`src/twrc_defines.svh`:
```
/*
 * named constants of the toggle watchdog relay control block:
 * image layout, register numbers, reset values and timing.
 * assumes inclusion by bare name from the design files.
 */
`ifndef TWRC_DEFINES_SVH
`define TWRC_DEFINES_SVH

// timing
`define TWRC_CLK_NS 40
`define TWRC_MS_NS 1000000

// process image byte offsets and lengths
`define TWRC_OFS_CTRL 0
`define TWRC_OFS_WORD_PACKED 1
`define TWRC_OFS_WORD_ALIGNED 2
`define TWRC_LEN_PACKED 3'h3
`define TWRC_LEN_ALIGNED 3'h4

// register numbers
`define TWRC_REG_PERIOD 6'h23
`define TWRC_REG_MIN_OFF 6'h24

// reset values, in ms
`define TWRC_PERIOD_DEF 16'h0004
`define TWRC_MIN_OFF_DEF 16'h0032

`endif

```
`src/twrc_pkg.sv`:
```
/*
 * types of the toggle watchdog relay control block.
 * assumes nothing of its surroundings.
 */
package twrc_pkg;

    typedef struct packed {
        logic reg_sel;
        logic rw;
        logic [4:0] mid;
        logic heartbeat;
    } twrc_ctrl_type;

    typedef struct packed {
        logic reg_ack;
        logic [2:0] rsv;
        logic din2;
        logic din1;
        logic armed;
        logic echo;
    } twrc_stat_type;

    typedef enum logic [1:0] {
        TWRC_IDLE,
        TWRC_ARMED,
        TWRC_TRIPPED
    } twrc_state_type;

endpackage : twrc_pkg

```
`src/twrc_core.sv`:
```
/*
 * heartbeat watchdog driving two relays from a cyclic process image.
 * assumes one clock, inputs synchronous to it, and a one-cycle
 * image_valid_i strobe for each process image cycle.
 */
// What this block does
// - watchdog period held in a register, default 4 ms
// - no heartbeat bit change within the period drops both relays
// - after a trip relays stay off at least minimum off time, default 50 ms
// - image carries status byte plus input word, control byte plus output word
// - control and status at byte 0, word at byte 1 or 2 when aligned
// - full image always presented, compact requests ignored
// - control bit 7 low selects heartbeat mode, bits 6 to 2 zero; block checks only bit 7 and ignores bits 6 to 1
// - status: ack bit 7, input 2 bit 3, input 1 bit 2, armed, echo
// - armed flag high only while monitoring runs and relays on
// - echo bit mirrors last received heartbeat bit
// - falling edge of input 1 arms monitoring and energises relays
// - after a trip only the enable input re-arms, not the heartbeat
`timescale 1ns/100ps
`include "twrc_defines.svh"

module twrc_core #(
    parameter logic [15:0] MS_CYCLES = 16'(`TWRC_MS_NS / `TWRC_CLK_NS)
) (
    // clock, reset, enable
    input wire logic clk_sys_i,
    input wire logic rst_i,
    input wire logic ce_i,
    // process image
    input wire logic image_valid_i,
    input wire logic word_align_i,
    input wire logic compact_req_i,
    input wire logic [31:0] out_image_i,
    output logic [31:0] in_image_o,
    output logic [2:0] in_len_o,
    // field side
    input wire logic din1_i,
    input wire logic din2_i,
    output logic relay1_o,
    output logic relay2_o
);

    twrc_pkg::twrc_state_type state_r, state_nxt;
    twrc_pkg::twrc_ctrl_type ctrl_r;
    logic hb_r;
    logic din1_prev_r;
    logic pend_r;
    logic relay_r;
    logic [15:0] pre_r;
    logic [15:0] ms_cnt_r;
    logic [15:0] wd_period_r;
    logic [15:0] min_off_r;
    logic [31:0] in_image_r;
    logic [2:0] in_len_r;

    // image decode
    twrc_pkg::twrc_ctrl_type ctrl_w;
    logic [15:0] word_w;
    logic hb_mode_w;
    logic hb_edge_w;
    logic din1_fall_w;
    logic ms_tick_w;
    logic trip_w;
    logic off_done_w;
    logic restart_w;
    logic reg_wr_w;
    logic [5:0] reg_no_w;
    logic [15:0] rd_data_w;
    logic [7:0] stat_w;
    logic [15:0] in_word_w;
    logic [31:0] img_w;
    logic [2:0] len_w;
    twrc_pkg::twrc_stat_type hb_stat_w;

    assign ctrl_w = twrc_pkg::twrc_ctrl_type'(out_image_i[`TWRC_OFS_CTRL*8 +: 8]);
    assign word_w = word_align_i ? out_image_i[`TWRC_OFS_WORD_ALIGNED*8 +: 16]
                                 : out_image_i[`TWRC_OFS_WORD_PACKED*8 +: 16];
    assign hb_mode_w = image_valid_i && !ctrl_w.reg_sel;
    assign hb_edge_w = hb_mode_w && (ctrl_w.heartbeat != hb_r);
    assign din1_fall_w = din1_prev_r && !din1_i;
    assign ms_tick_w = (pre_r == MS_CYCLES - 16'h0001);
    assign trip_w = (state_r == twrc_pkg::TWRC_ARMED) && (ms_cnt_r >= wd_period_r);
    assign off_done_w = (ms_cnt_r >= min_off_r);
    assign restart_w = (state_nxt != state_r) ||
                       ((state_r == twrc_pkg::TWRC_ARMED) && hb_edge_w);

    // register exchange
    assign reg_no_w = {ctrl_w.mid, ctrl_w.heartbeat};
    assign reg_wr_w = image_valid_i && ctrl_w.reg_sel && ctrl_w.rw;
    assign rd_data_w = (ctrl_r.reg_sel && {ctrl_r.mid, ctrl_r.heartbeat} == `TWRC_REG_PERIOD)
                       ? wd_period_r
                       : (ctrl_r.reg_sel && {ctrl_r.mid, ctrl_r.heartbeat} == `TWRC_REG_MIN_OFF)
                       ? min_off_r : 16'h0000;

    assign hb_stat_w.reg_ack = 1'b0;
    assign hb_stat_w.rsv = 3'h0;
    assign hb_stat_w.din2 = din2_i;
    assign hb_stat_w.din1 = din1_i;
    assign hb_stat_w.armed = (state_r == twrc_pkg::TWRC_ARMED) && relay_r;
    assign hb_stat_w.echo = hb_r;
    assign stat_w = ctrl_r.reg_sel ? {1'b1, ctrl_r.rw, ctrl_r.mid, ctrl_r.heartbeat}
                                   : 8'(hb_stat_w);
    assign in_word_w = ctrl_r.reg_sel ? rd_data_w : 16'h0000;
    // full image regardless of compact request
    assign img_w = word_align_i ? {in_word_w, 8'h00, stat_w} : {8'h00, in_word_w, stat_w};
    assign len_w = word_align_i ? `TWRC_LEN_ALIGNED : `TWRC_LEN_PACKED;

    always_comb begin
        state_nxt = state_r;
        unique case (state_r)
            twrc_pkg::TWRC_IDLE: begin
                if (din1_fall_w) begin
                    state_nxt = twrc_pkg::TWRC_ARMED;
                end
            end
            twrc_pkg::TWRC_ARMED: begin
                if (trip_w) begin
                    state_nxt = twrc_pkg::TWRC_TRIPPED;
                end
            end
            twrc_pkg::TWRC_TRIPPED: begin
                if ((din1_fall_w || pend_r) && off_done_w) begin
                    state_nxt = twrc_pkg::TWRC_ARMED;
                end
            end
            default: begin
                state_nxt = twrc_pkg::TWRC_IDLE;
            end
        endcase
    end

    always_ff @(posedge clk_sys_i) begin
        if (rst_i) begin
            state_r <= twrc_pkg::TWRC_IDLE;
            relay_r <= 1'b0;
            din1_prev_r <= 1'b0;
            pend_r <= 1'b0;
        end else if (ce_i) begin
            state_r <= state_nxt;
            relay_r <= (state_nxt == twrc_pkg::TWRC_ARMED);
            din1_prev_r <= din1_i;
            pend_r <= (state_r == twrc_pkg::TWRC_TRIPPED) && state_nxt != twrc_pkg::TWRC_ARMED
                      && (pend_r || din1_fall_w);
        end
    end

    always_ff @(posedge clk_sys_i) begin
        if (rst_i) begin
            pre_r <= 16'h0000;
            ms_cnt_r <= 16'h0000;
        end else if (ce_i) begin
            pre_r <= (restart_w || ms_tick_w) ? 16'h0000 : pre_r + 16'h0001;
            if (restart_w) begin
                ms_cnt_r <= 16'h0000;
            end else if (ms_tick_w && ms_cnt_r != 16'hFFFF) begin
                ms_cnt_r <= ms_cnt_r + 16'h0001;
            end
        end
    end

    always_ff @(posedge clk_sys_i) begin
        if (rst_i) begin
            wd_period_r <= `TWRC_PERIOD_DEF;
            min_off_r <= `TWRC_MIN_OFF_DEF;
            ctrl_r <= '0;
            hb_r <= 1'b0;
        end else if (ce_i) begin
            if (reg_wr_w && reg_no_w == `TWRC_REG_PERIOD) begin
                wd_period_r <= word_w;
            end
            if (reg_wr_w && reg_no_w == `TWRC_REG_MIN_OFF) begin
                min_off_r <= word_w;
            end
            if (image_valid_i) begin
                ctrl_r <= ctrl_w;
            end
            if (hb_mode_w) begin
                hb_r <= ctrl_w.heartbeat;
            end
        end
    end

    always_ff @(posedge clk_sys_i) begin
        if (rst_i) begin
            in_image_r <= 32'h0000_0000;
            in_len_r <= `TWRC_LEN_PACKED;
        end else if (ce_i) begin
            in_image_r <= img_w;
            in_len_r <= len_w;
        end
    end

    assign in_image_o = in_image_r;
    assign in_len_o = in_len_r;
    assign relay1_o = relay_r;
    assign relay2_o = relay_r;
endmodule : twrc_core

```
`config.mk`:
```
export PLATFORM = sky130hd
export DESIGN_NAME = twrc_core
export DESIGN_NICKNAME = d
export VERILOG_FILES = /design/src/twrc_pkg.sv /design/src/twrc_core.sv
export VERILOG_INCLUDE_DIRS = /design/src
export SDC_FILE = /design/constraint.sdc
export NUM_CORES = 1
export LEC_CHECK = 0
export BUFFER_PORTS_ARGS = -buffer_cell sky130_fd_sc_hd__buf_2
export CAP_MARGIN = 20
export CORE_MARGIN = 1
export CORE_UTILIZATION = 53
export DETAILED_ROUTE_END_ITERATION = 16
export GPL_ROUTABILITY_DRIVEN = 0
export PLACE_DENSITY = 0.85
export SYNTH_ARGS = -nofsm -noshare
export SYNTH_HDL_FRONTEND = slang
export SYNTH_SLANG_ARGS = --single-unit
export TNS_END_PERCENT = 1
```
`constraint.sdc`:
```
create_clock -name clk_sys_i -period 2.3 [get_ports clk_sys_i]
set_input_delay 0.69 -clock clk_sys_i [delete_from_list [all_inputs] [get_ports clk_sys_i]]
set_output_delay 0.69 -clock clk_sys_i [all_outputs]
set_load 0.005 [all_outputs]
```
Word level (Yosys, flattened, before mapping)
Index checks and enable logic that the tools add are counted. W data, S select, Z words.

Add/sub/neg operators: 2. Magnitude comparators: 2. Equality and inequality tests: 12. Multiplexer cells: 14. Reductions and logical operators: 28.

Operators by type and width (count): $mux W16 (7); $add A16 B1 Y16 const B (2); $ge A16 B16 Y1 (2); $mux W32 (1); $eq A6 B6 Y1 const B (4); $eq A16 B15 Y1 const B (1); $logic_and A1 B1 Y1 (16); $ne A16 B16 Y1 const B (1); $reduce_and A2 Y1 (5); $mux W8 (1); $mux W2 (3); $pmux W2 S3 (1); $eq A2 B1 Y1 const B (2); $logic_or A1 B1 Y1 (3); $mux W3 (1); $eq A2 B2 Y1 const B (1); $logic_not A1 Y1 (2); $logic_not A2 Y1 (1); $ne A2 B1 Y1 const B (1); $ne A2 B2 Y1 (1); $reduce_bool A2 Y1 (1); $ne A1 B1 Y1 (1).

Bits in registers: 113. Input port bits: 40.

Logic depth before layout (Yosys ltp)
Gate-level depths: netlist of run 1.

Depth after elaboration: 10. Depth in mapped cells: 10. Gate-level depth less buffers: 8.

Least setup slack after synthesis of run 1
OpenSTA, ideal clock, no wires.

Path kind: register to register. Start: register ms_cnt_r[0]. End: register ms_cnt_r[5]. Library setup time: 0.069 ns. Arrival time: 2.217 ns. Data required time: 2.231 ns. Setup slack: 0.014 ns. Stages on the path, launching flop included: 11. Buffers on the path: 2. Period minus slack after synthesis: 2.286 ns. Cell sequence: dfxtp_1 -> inv_1 -> ha_1 -> nand2b_1 -> a2111oi_4 -> a2111oi_4 -> nor4b_2 -> buf_6 -> o211ai_2 -> buf_4 -> o21ai_1.

Cells in the longest elaborated chain, start to end: 8.

RTL lines: start, declared (RTL line twrc_core.sv:50) `logic [15:0] ms_cnt_r;`; start signal, assigned (RTL line twrc_core.sv:156) `ms_cnt_r <= ms_cnt_r + 16'h0001;`; $ge A16 B16 Y1, on equally long branches (RTL line twrc_core.sv:83, twrc_core.sv:82); $logic_and A1 B1 Y1, on equally long branches (RTL line twrc_core.sv:122, twrc_core.sv:82); $mux W2, on equally long branches (RTL line twrc_core.sv:122, twrc_core.sv:117); $pmux W2 S3 (RTL line twrc_core.sv:110) `unique case (state_r)`; $ne A2 B2 Y1 (RTL line twrc_core.sv:84) `assign restart_w = (state_nxt != state_r) ||`; $logic_or A1 B1 Y1 (RTL line twrc_core.sv:84); $reduce_bool A2 Y1 (no line); $reduce_and A2 Y1 (no line).

Parallel ways exist; a longest one is shown, timed or not. The select of a mux whose other input is x is not followed. A chain may end at the register's enable or synchronous reset.

Final worst setup path of run 1
Start: register ms_cnt_r[12]. End: register ms_cnt_r[14].

The elaborated chain is that of the path after synthesis.

==> parameters.txt, run 1 <==
Parameter                              Value

Run status
  Status ... complete, but fails checks
  Violated checks ... setup timing

Critical path
  Kind of critical path ... reg2reg
  Internal reg-to-reg setup slack ... -0.26 ns
  Endpoint class of the critical path ... register
  Highest net fanout along the worst path ... 10
  Cell with the largest stage delay on the worst path ... or3_4
  Crit path DAT ... 2.83 ns
  Req. time, crit path ... 2.57 ns
  Crit path cell chain ... buf_6 > ha_4 > nand4_1 > or3_4 > a2111oi_4 > nor4b_4 > buf_4 > o21ai_1 > nor2_1
  Sort of element at the start of the critical path ... register
  Delay of the slowest critical-path stage ... 0.41 ns

Drt
  1st-iter DRT viols ... 563
  Met3 wire len ... 1410 um
  Detailed-route wire length ... 18700 um
  Routed wirelength normalized by instance count ... 19.4 um
  Max Used Layer ... met4
  Ratio of routed vias to standard cells ... 6.41
  M1 wire length ... 7110 um
  DR vias ... 6189
  Final ANT Viol Nets ... 0
  Sum of met2 wire segment lengths after detailed routing ... 9400 um
  Number of optimization iterations in the first detailed-route pass ... 6
  Final routed DRC violation total ... 0

Synth
  Leading post-synthesis cells by instance count ... dfxtp_1 (112), nand2_1 (70), nor2_1 (69)
  EDFF count, synth ... 0
  Post-synth cell types ... 61
  Top cells by area, synth ... dfxtp_1 (38%), ha_1 (7.1%), a211oi_1 (6.0%), nand2_1 (4.4%), nor2_1 (4.3%)
  #FFs+latches synth ... 112
  Total of warnings raised by yosys ... 0
  Synth top area share ... 37.6%
  Async set or reset register ratio after synthesis ... 0%
  Most used flip-flop cell after synthesis ... dfxtp_1
  Proportion of synthesized chip area in sequential cells ... 37.6%
  Cell type contributing the most total cell area after synthesis ... dfxtp_1
  Number of nets in the synthesized netlist ... 776
  Post-synthesis instance area ... 0.00597 sq mm
  Cell with the most instances after synthesis ... dfxtp_1
  Synthesized instance count ... 702
  Avg Cell Area, Syn ... 8.50 sq um

Placed design
  Placed wire-length estimate after detailed placement ... 11600 um
  Cell area reported after detailed placement ... 0.00686 sq mm
  Number of placed cells counting well taps ... 935
  Total of buffers placed on input and output ports ... 75
  Setup Slack @ Placement ... -0.279 ns

STA
  Total count of hold-check failures in the final report ... 0
  Setup repair after global routing missed its margin ... true
  Min Hold Slack ... 0.466 ns
  Pins Over Slew Limit ... 0
  Final WS setup ... -0.258 ns
  Remaining max-slew budget at the tightest pin ... 58.5%
  Clock skew after layout ... 0.0126 ns
  Slew @ Worst Pin ... 0.617 ns
  Shortest period the worst path allows ... 2.56 ns
  Fmax ... 0.391 GHz
  Crit share post-route ... 111%
  Setup-failing EPs final ... 34

Layout
  Net count reported at finish ... 894
  Area taken by multi-input logic gates ... 0.00375 sq mm
  Filler Cells Inserted ... 764
  Sequential standard cell area ... 0.00226 sq mm
  Share of post-route cells with drive strength above 1 ... 29.6%
  Final Core Density ... 69.9%
  Final Non-Filler Cells ... 965
  Ant diodes ... 0
  Relative area change from synthesis to final layout ... 27.4%
  Final non-filler cell area ... 0.00761 sq mm

Min path
  HP Class ... reg2reg

GRT
  Maximum number of pins on one net before global-route repair ... 92
  Via count of the first global-routing pass ... 6028
  Overall global routing resource usage ... 30.8%
  Total gr overflow ... 0
  First-pass GRT wire length ... 28200 um
  Antenna violations before repair ... 0

CTS
  Clk_lat worst skew ... 0.40 ns
  Clock transition at the registers of the reported paths ... 0.11 ns
  Number of buffers created by CTS ... 9
  Post-CTS Hold Fix Bufs ... 0
  Depth of the CTS H-tree ... 3
  CTS sink count ... 112
  Largest buffer count on any clock path ... 2
  Root cell of the clock tree ... clkbuf_8
  TritonCTS clock tree ... yes

Die
  Std cell rows ... 38
  Die span in x ... 108 um
  Initial standard-cell utilization of the core ... 54.8%
  Area of the placeable core ... 0.0109 sq mm
  Top-Level Pins ... 77
  Die Span Y ... 108 um
  Area of the die ... 0.0117 sq mm

Power
  Leakage power ... 0.00297 uW
  VDD IR max ... 448 uV
  Ratio of total power to cell area ... 633 mW/mm^2

Job
  MaxCap Viol Count ... 0
## sequential cells by signal (all words and copies together), names as in the netlist
register	count
relay1_o	1
din1_prev_r	1
pre_r	16
in_image_o	32
pend_r	1
ctrl_r	8
wd_period_r	16
min_off_r	16
state_r	2
hb_r	1
ms_cnt_r	16
in_len_o	2
## layout make-up
| class | instances | area share, % |
|---|---|---|
| Sequential cell | 112 | 29.7 |
| Inverter | 48 | 2.37 |
| Multi-Input combinational cell | 497 | 49.3 |
| Clock inverter | 6 | 0.674 |
| Tap cell | 140 | 2.30 |
| Clock buffer | 10 | 1.68 |
| Timing Repair Buffer | 152 | 14.0 |
## logic make-up (layout without fill, tap and decap cells)
kind of cell               after synthesis  in the layout  synth area share [%]
muxes                                   25             25                  4.19
and+or+nand+nor                        236            236                  19.8
xor gates and xnor gates                16             16                  2.35
AOI/OAI and AO/OA                      186            186                  22.6
buffers and inverters                   93            216                  6.43
adders and majority gates               34             34                  7.13
DFF                                    112            112                  37.6
## routing by layer
layer	up-vias	track usage [%]
li1	2784	-
met1	2960	35.5
met2	358	52.0
met3	87	7.17
met4	0	18.0
met5	-	0
## metrics by stage
step                TNS (ns)  total power (uW)
floorplan                  0              2830
global placement       -5.16              3190
detailed placement     -7.08              3260
CTS                   -0.644              4600
global route           -7.89              5010
finish                 -4.56              4820
## placed cells by master (no fill, tap or decap), types with 9 or more instances in the layout
cell	n
a211oi_1	32
a211oi_2	15
a21oi_1	36
a22oi_1	17
and4_1	11
buf_2	75
buf_4	62
buf_6	9
clkbuf_8	9
dfxtp_1	98
dfxtp_2	14
ha_1	23
ha_4	11
inv_1	46
mux2i_1	25
nand2_1	70
nand3_1	19
nand4_1	10
nor2_1	68
nor3_1	11
o211ai_1	10
o21ai_0	11
o21ai_1	12
o221ai_1	9
xor2_1	14
## power by group
group	leakage, uW	internal (uW)	switching, uW
Sequential	0.000915	2020	72.4
Clock	0.0000936	416	741
Combinational	0.00196	700	871
## what timing repair did
| action | 4_1_cts | 5_1_grt |
|---|---|---|
| gates resized for setup | 49 | 38 |
| setup endpoints to repair | 34 | 35 |
| cloned | 2 | 0 |
| setup buffers | 10 | 4 |
| pin swaps | 30 | 16 |
## worst paths after layout
kind | start | end | cells after the start
setup / recovery | ms_cnt_r[12] | ms_cnt_r[14] | 9
hold / removal | in_image_o[17] | in_image_o[17] | 2
setup reg to reg | ms_cnt_r[12] | ms_cnt_r[14] | 9
hold reg to reg | in_image_o[17] | in_image_o[17] | 2
## critical path: cells and delay by family (launching register included)
family,cells,cell delay [ns]
flip-flops,1,0.34
AO/OA/AOI/OAI,2,0.64
adder cells (fa/ha/maj),1,0.25
buffers and inverters,2,0.35
AND/OR/NAND/NOR,4,0.86
Power figures use the tool's default switching activity.
==> run 2: changes to the inputs <==
CORE_UTILIZATION = 45   (was 53)
PLACE_DENSITY = 0.75   (was 0.85)
==> parameters.txt, run 2 (synthesis gave the netlist of run 1 again) <==
Parameter                              Value

STA
  Final WS setup ... -0.113 ns
  Slew @ Worst Pin ... 0.706 ns
  Aggregate negative setup slack ... -2.41 ns
  Crit share post-route ... 105%
  Setup-failing EPs final ... 31
  Total count of hold-check failures in the final report ... 0
  Clock skew after layout ... 0.00968 ns
  Pins Over Slew Limit ... 0
  Fmax ... 0.414 GHz
  Setup repair after global routing missed its margin ... true
  Shortest period the worst path allows ... 2.41 ns
  Remaining max-slew budget at the tightest pin ... 52.5%

Placed design
  Number of placed cells counting well taps ... 975
  Total of buffers placed on input and output ports ... 75
  Setup Slack @ Placement ... -0.162 ns
  Placed wire-length estimate after detailed placement ... 11000 um

GRT
  Via count of the first global-routing pass ... 5149
  Maximum number of pins on one net before global-route repair ... 92
  Total gr overflow ... 0
  First-pass GRT wire length ... 24700 um
  Overall global routing resource usage ... 23.2%
  Antenna violations before repair ... 0

Layout
  Final Core Density ... 59.2%
  Share of post-route cells with drive strength above 1 ... 27.1%
  Net count reported at finish ... 891
  Filler Cells Inserted ... 1085
  Commonest cells after routing, fill and taps aside ... dfxtp_1 (103), buf_2 (75), nand2_1 (69), nor2_1 (69), buf_4 (63)
  Most common cell after layout, fill and taps aside ... dfxtp_1
  Ant diodes ... 0
  Final Non-Filler Cells ... 994
  Flip-flop count of the largest register, all copies and words added ... 32
  Relative area change from synthesis to final layout ... 26.7%

Drt
  Number of optimization iterations in the first detailed-route pass ... 5
  Final ANT Viol Nets ... 0
  1st-iter DRT viols ... 445
  Ratio of routed vias to standard cells ... 5.64
  DR vias ... 5605
  Final routed DRC violation total ... 0
  Detailed-route wire length ... 16000 um
  Routed wirelength normalized by instance count ... 16.1 um

Min path
  Hold endpoint ... in_image_o[16]
  Worst Min Path Start ... in_image_o[16]
  Number of stages on the worst hold path ... 2
  HP Class ... reg2reg

Run status
  Violated checks ... setup timing
  Status ... complete, but fails checks

Power
  Final Total Pwr ... 5010 uW
  VDD IR max ... 389 uV
  Leakage power ... 0.00297 uW
  Ratio of total power to cell area ... 662 mW/mm^2

CTS
  Post-CTS Hold Fix Bufs ... 0
  Root cell of the clock tree ... clkbuf_16
  Depth of the CTS H-tree ... 3
  Clock transition at the registers of the reported paths ... 0.08 ns
  CTS sink count ... 112
  Clk_lat worst skew ... 0.36 ns
  TritonCTS clock tree ... yes
  Number of buffers created by CTS ... 9
  Largest buffer count on any clock path ... 2

Die
  Initial standard-cell utilization of the core ... 46.7%
  Top-Level Pins ... 77
  Die span in x ... 117 um
  Die Span Y ... 117 um
  Std cell rows ... 41
  Area of the die ... 0.0137 sq mm
  Area of the placeable core ... 0.0128 sq mm

Critical path
  Internal reg-to-reg setup slack ... -0.11 ns
  Req. time, crit path ... 2.58 ns
  Highest net fanout along the worst path ... 6
  RR Endpoint ... ms_cnt_r[11]
  Kind of critical path ... reg2reg
  Sort of element at the start of the critical path ... register
  Endpoint class of the critical path ... register
  Depth of the most critical reg-to-reg path ... 11
  Startpoint of the worst-slack reg-to-reg timing path ... ms_cnt_r[14]
  Crit path DAT ... 2.70 ns

Job
  MaxCap Viol Count ... 0
[run 2: changes by cell type in the layout (fill, tap and decap cells not counted), sizes merged]
| cell | previous run | this run |
|---|---|---|
| buf | 152 | 148 |
| clkinvlp | 0 | 1 |
[run 2: timing repair]
item                                   4_1_cts  5_1_grt
endpoints found under the hold margin        0        0
setup buffers                                1        1
setup endpoints to repair                   34       35
resized for setup                           35       17
pin swaps                                   10        7
gates cloned                                 1        0
[run 2: per-stage QoR]
stage | instance area (sq um) | hold slack (ns)
after global placement | 6990 | 0.446
after floorplan | 5970 | 0.437
final | 7560 | 0.458
after global routing | 7560 | 0.477
after CTS | 7490 | 0.462
after detailed placement | 6990 | 0.449
[run 2: per-layer routing]
layer / track usage [%] / vias up / wire, um
met5: 0 / - / 0
met1: 29.3 / 2645 / 7090
met3: 6.08 / 25 / 932
li1: - / 2765 / -
met2: 38.6 / 170 / 7660
met4: 7.59 / 0 / 316
[run 2: worst max-delay path, cell delays in order, from the launching register on]
cell and delay [ns]:
dfxtp_1 0.35, buf_4 0.17, ha_1 0.31, a21o_1 0.21, a21oi_1 0.20, nand3_2 0.14
buf_4 0.17, o31ai_4 0.27, buf_6 0.19, buf_12 0.12, o221ai_1 0.10, o21ai_1 0.10
[run 2: where the power goes]
part / internal [uW] / leakage (uW) / total, uW / switching, uW
clock: 760 / 0.000139 / 1560 / 795
sequential: 2010 / 0.000913 / 2090 / 80.8
combinational: 626 / 0.00191 / 1360 / 736
total: 3400 / 0.00297 / 5010 / 1610
[run 2: final cells by class]
type	instances	area, sq um	share of cell area (%)
Inverter	48	180	2.38
Clock inverter	7	62.6	0.827
Timing Repair Buffer	149	1050	13.8
Clock buffer	9	225	2.98
Multi-Input combinational cell	497	3580	47.3
Sequential cell	112	2250	29.8
Tap cell	172	215	2.85
[run 2: worst max path at each step]
stage                  start           end  slack (ns)  cells past startpoint
5_1_grt         ms_cnt_r[14]   ms_cnt_r[9]       -0.21                     11
6_report        ms_cnt_r[14]  ms_cnt_r[11]       -0.11                     11
3_3_place_gp   min_off_r[13]   ms_cnt_r[9]       -0.14                     10
4_1_cts          ms_cnt_r[0]      pre_r[0]       -0.06                     10
2_1_floorplan    ms_cnt_r[0]   ms_cnt_r[5]        0.01                     10
3_5_place_dp   min_off_r[13]  ms_cnt_r[10]       -0.16                     10
==> run 3: changes to the inputs <==
ABC_AREA = 1   (was default)
CELL_PAD_IN_SITES_DETAIL_PLACEMENT = 0   (was default)
CELL_PAD_IN_SITES_GLOBAL_PLACEMENT = 2   (was default)
CORE_UTILIZATION = 29   (was 45)
PLACE_DENSITY = 0.83   (was 0.75)
==> parameters.txt, run 3 <==
Parameter                              Value

CTS
  Depth of the CTS H-tree ... 3
  Number of buffers created by CTS ... 9
  Largest buffer count on any clock path ... 2
  CTS sink count ... 112
  Clk_lat worst skew ... 0.37 ns
  TritonCTS clock tree ... yes
  Clock transition at the registers of the reported paths ... 0.09 ns
  Root cell of the clock tree ... clkbuf_16

Layout
  Commonest cells after routing, fill and taps aside ... nand2_1 (184), inv_1 (96), dfxtp_1 (95)
  Most common cell after layout, fill and taps aside ... nand2_1
  Flip-flop count of the largest register, all copies and words added ... 32
  Share of post-route cells with drive strength above 1 ... 24.2%
  Net count reported at finish ... 1023
  Relative area change from synthesis to final layout ... 27.4%
  Final non-filler cell area ... 0.00767 sq mm
  Ant diodes ... 0

STA
  Setup-failing EPs final ... 0
  Setup repair after global routing missed its margin ... true
  Final WS setup ... 0.0813 ns
  Slew @ Worst Pin ... 0.578 ns
  Fmax ... 0.451 GHz
  Total count of hold-check failures in the final report ... 0
  Crit share post-route ... 96.5%
  Clock skew after layout ... 0.0174 ns
  Shortest period the worst path allows ... 2.22 ns
  Remaining max-slew budget at the tightest pin ... 61.4%
  Pins Over Slew Limit ... 0

Critical path
  Number of buffer and inverter stages on the critical path ... 2
  Req. time, crit path ... 2.56 ns
  Sort of element at the start of the critical path ... register
  Highest net fanout along the worst path ... 6
  Endpoint class of the critical path ... register
  Delay of the slowest critical-path stage ... 0.31 ns
  Crit-path leading delay family ... simple AND/OR/NAND/NOR gates
  Kind of critical path ... reg2reg
  Crit path cell chain ... inv_1 > ha_4 > a21oi_2 > o21a_1 > nand2_1 > a21oi_2 > nand4_1 > nand2_2 > nand3_4 > clkbuf_16 > a21oi_1 > nor2_1
  Cell with the largest stage delay on the worst path ... dfxtp_1
  Crit path DAT ... 2.48 ns
  Most Frequent Cell on Critical Path ... a21oi_2

Drt
  Final ANT Viol Nets ... 0
  Detailed-route wire length ... 16600 um
  Routed wirelength normalized by instance count ... 13.6 um
  Met3 wire len ... 521 um
  DR vias ... 5605
  Ratio of routed vias to standard cells ... 4.58
  Final routed DRC violation total ... 0
  M1 wire length ... 8270 um
  1st-iter DRT viols ... 249
  Sum of met2 wire segment lengths after detailed routing ... 7550 um
  Max Used Layer ... met4
  Number of optimization iterations in the first detailed-route pass ... 4

Synth
  Async set or reset register ratio after synthesis ... 0%
  Total of warnings raised by yosys ... 0
  Cell type contributing the most total cell area after synthesis ... dfxtp_1
  Post-synth cell types ... 43
  #FFs+latches synth ... 112
  EDFF count, synth ... 0
  Leading post-synthesis cells by instance count ... nand2_1 (194), dfxtp_1 (112), inv_1 (106)
  Synthesized instance count ... 858
  Most used flip-flop cell after synthesis ... dfxtp_1
  Number of nets in the synthesized netlist ... 932
  Cell with the most instances after synthesis ... nand2_1
  Post-synthesis instance area ... 0.00602 sq mm
  Avg Cell Area, Syn ... 7.02 sq um
  Proportion of synthesized chip area in sequential cells ... 37.2%
  Synth top area share ... 37.2%
  Top cells by area, synth ... dfxtp_1 (37%), nand2_1 (12%), a21oi_1 (8.0%), ha_1 (7.1%), inv_1 (6.6%)

Power
  Leakage power ... 0.00335 uW
  Final Total Pwr ... 4770 uW
  VDD IR max ... 396 uV
  Ratio of total power to cell area ... 621 mW/mm^2

GRT
  Total gr overflow ... 0
  Maximum number of pins on one net before global-route repair ... 66
  Antenna violations before repair ... 0
  Via count of the first global-routing pass ... 5088
  Overall global routing resource usage ... 15.4%
  First-pass GRT wire length ... 26300 um

Die
  Die Span Y ... 146 um
  Die span in x ... 146 um
  Area of the placeable core ... 0.0203 sq mm
  Initial standard-cell utilization of the core ... 29.7%
  Std cell rows ... 52
  Top-Level Pins ... 77
  Area of the die ... 0.0214 sq mm

Run status
  Status ... finished clean

Placed design
  Total of buffers placed on input and output ports ... 75
  Setup Slack @ Placement ... 0.0789 ns
  Cell area reported after detailed placement ... 0.00686 sq mm
  Placed wire-length estimate after detailed placement ... 12000 um

Job
  MaxCap Viol Count ... 0

Min path
  HP Class ... reg2reg
run 3: what timing repair did:
item,4_1_cts,5_1_grt
hold buffers,0,0
gates resized for setup,0,83
buffers inserted,0,4
endpoints found under the setup margin,0,30
run 3: worst paths after layout:
kind                                 endpoint  slack, ns  cells past startpoint           start
worst max-delay path             ms_cnt_r[13]       0.08                     12  wd_period_r[5]
worst min-delay path            in_image_o[7]       0.46                      2   in_image_o[7]
worst max register to register   ms_cnt_r[13]       0.08                     12  wd_period_r[5]
worst min register to register  in_image_o[7]       0.46                      2   in_image_o[7]
run 3: final cells by class:
type / instances / area (sq um)
multi-input combinational: 593 / 3510
clock inverter: 7 / 93.8
fill: 2174 / 12600
timing repair buffer: 121 / 817
inverter: 112 / 423
tap: 270 / 338
sequential: 112 / 2270
clock buffer: 9 / 225
run 3: metrics by stage:
step / util (%) / instances / hold slack [ns] / setup TNS, ns
2_1_floorplan: - / 858 / 0.439 / 0
3_3_place_gp: 33.8 / 1199 / 0.450 / 0
3_5_place_dp: 33.8 / 1199 / 0.454 / 0
4_1_cts: 35.4 / 1215 / 0.466 / 0
5_1_grt: 37.8 / 1224 / 0.485 / -0.851
6_report: 37.8 / 1224 / 0.462 / 0
run 3: metal layers:
layer / vias to the layer above / track usage, %
met5: - / 0
met4: 0 / 4.90
met3: 14 / 2.63
met2: 74 / 25.1
met1: 2515 / 20.7
li1: 3002 / -
run 3: logic make-up after synthesis:
| logic type | synth area share [%] |
|---|---|
| buffers and inverters | 10.1 |
| adder cells (fa/ha/maj) | 7.06 |
| AO/OA/AOI/OAI | 16.1 |
| AND/OR/NAND/NOR | 25.9 |
| XOR/XNOR | 3.63 |
| flip-flops | 37.2 |
run 3: where the power goes:
group	internal, uW	switching, uW	leakage [uW]
Combinational	448	542	0.00228
Clock	808	896	0.000157
Sequential	2000	71.2	0.000912
Total	3260	1510	0.00335
run 3: worst min-delay path, cell delays in order, from the launching register on:
cell     delay (ns)
dfxtp_1        0.32
nand2_1        0.06
a21oi_1        0.05
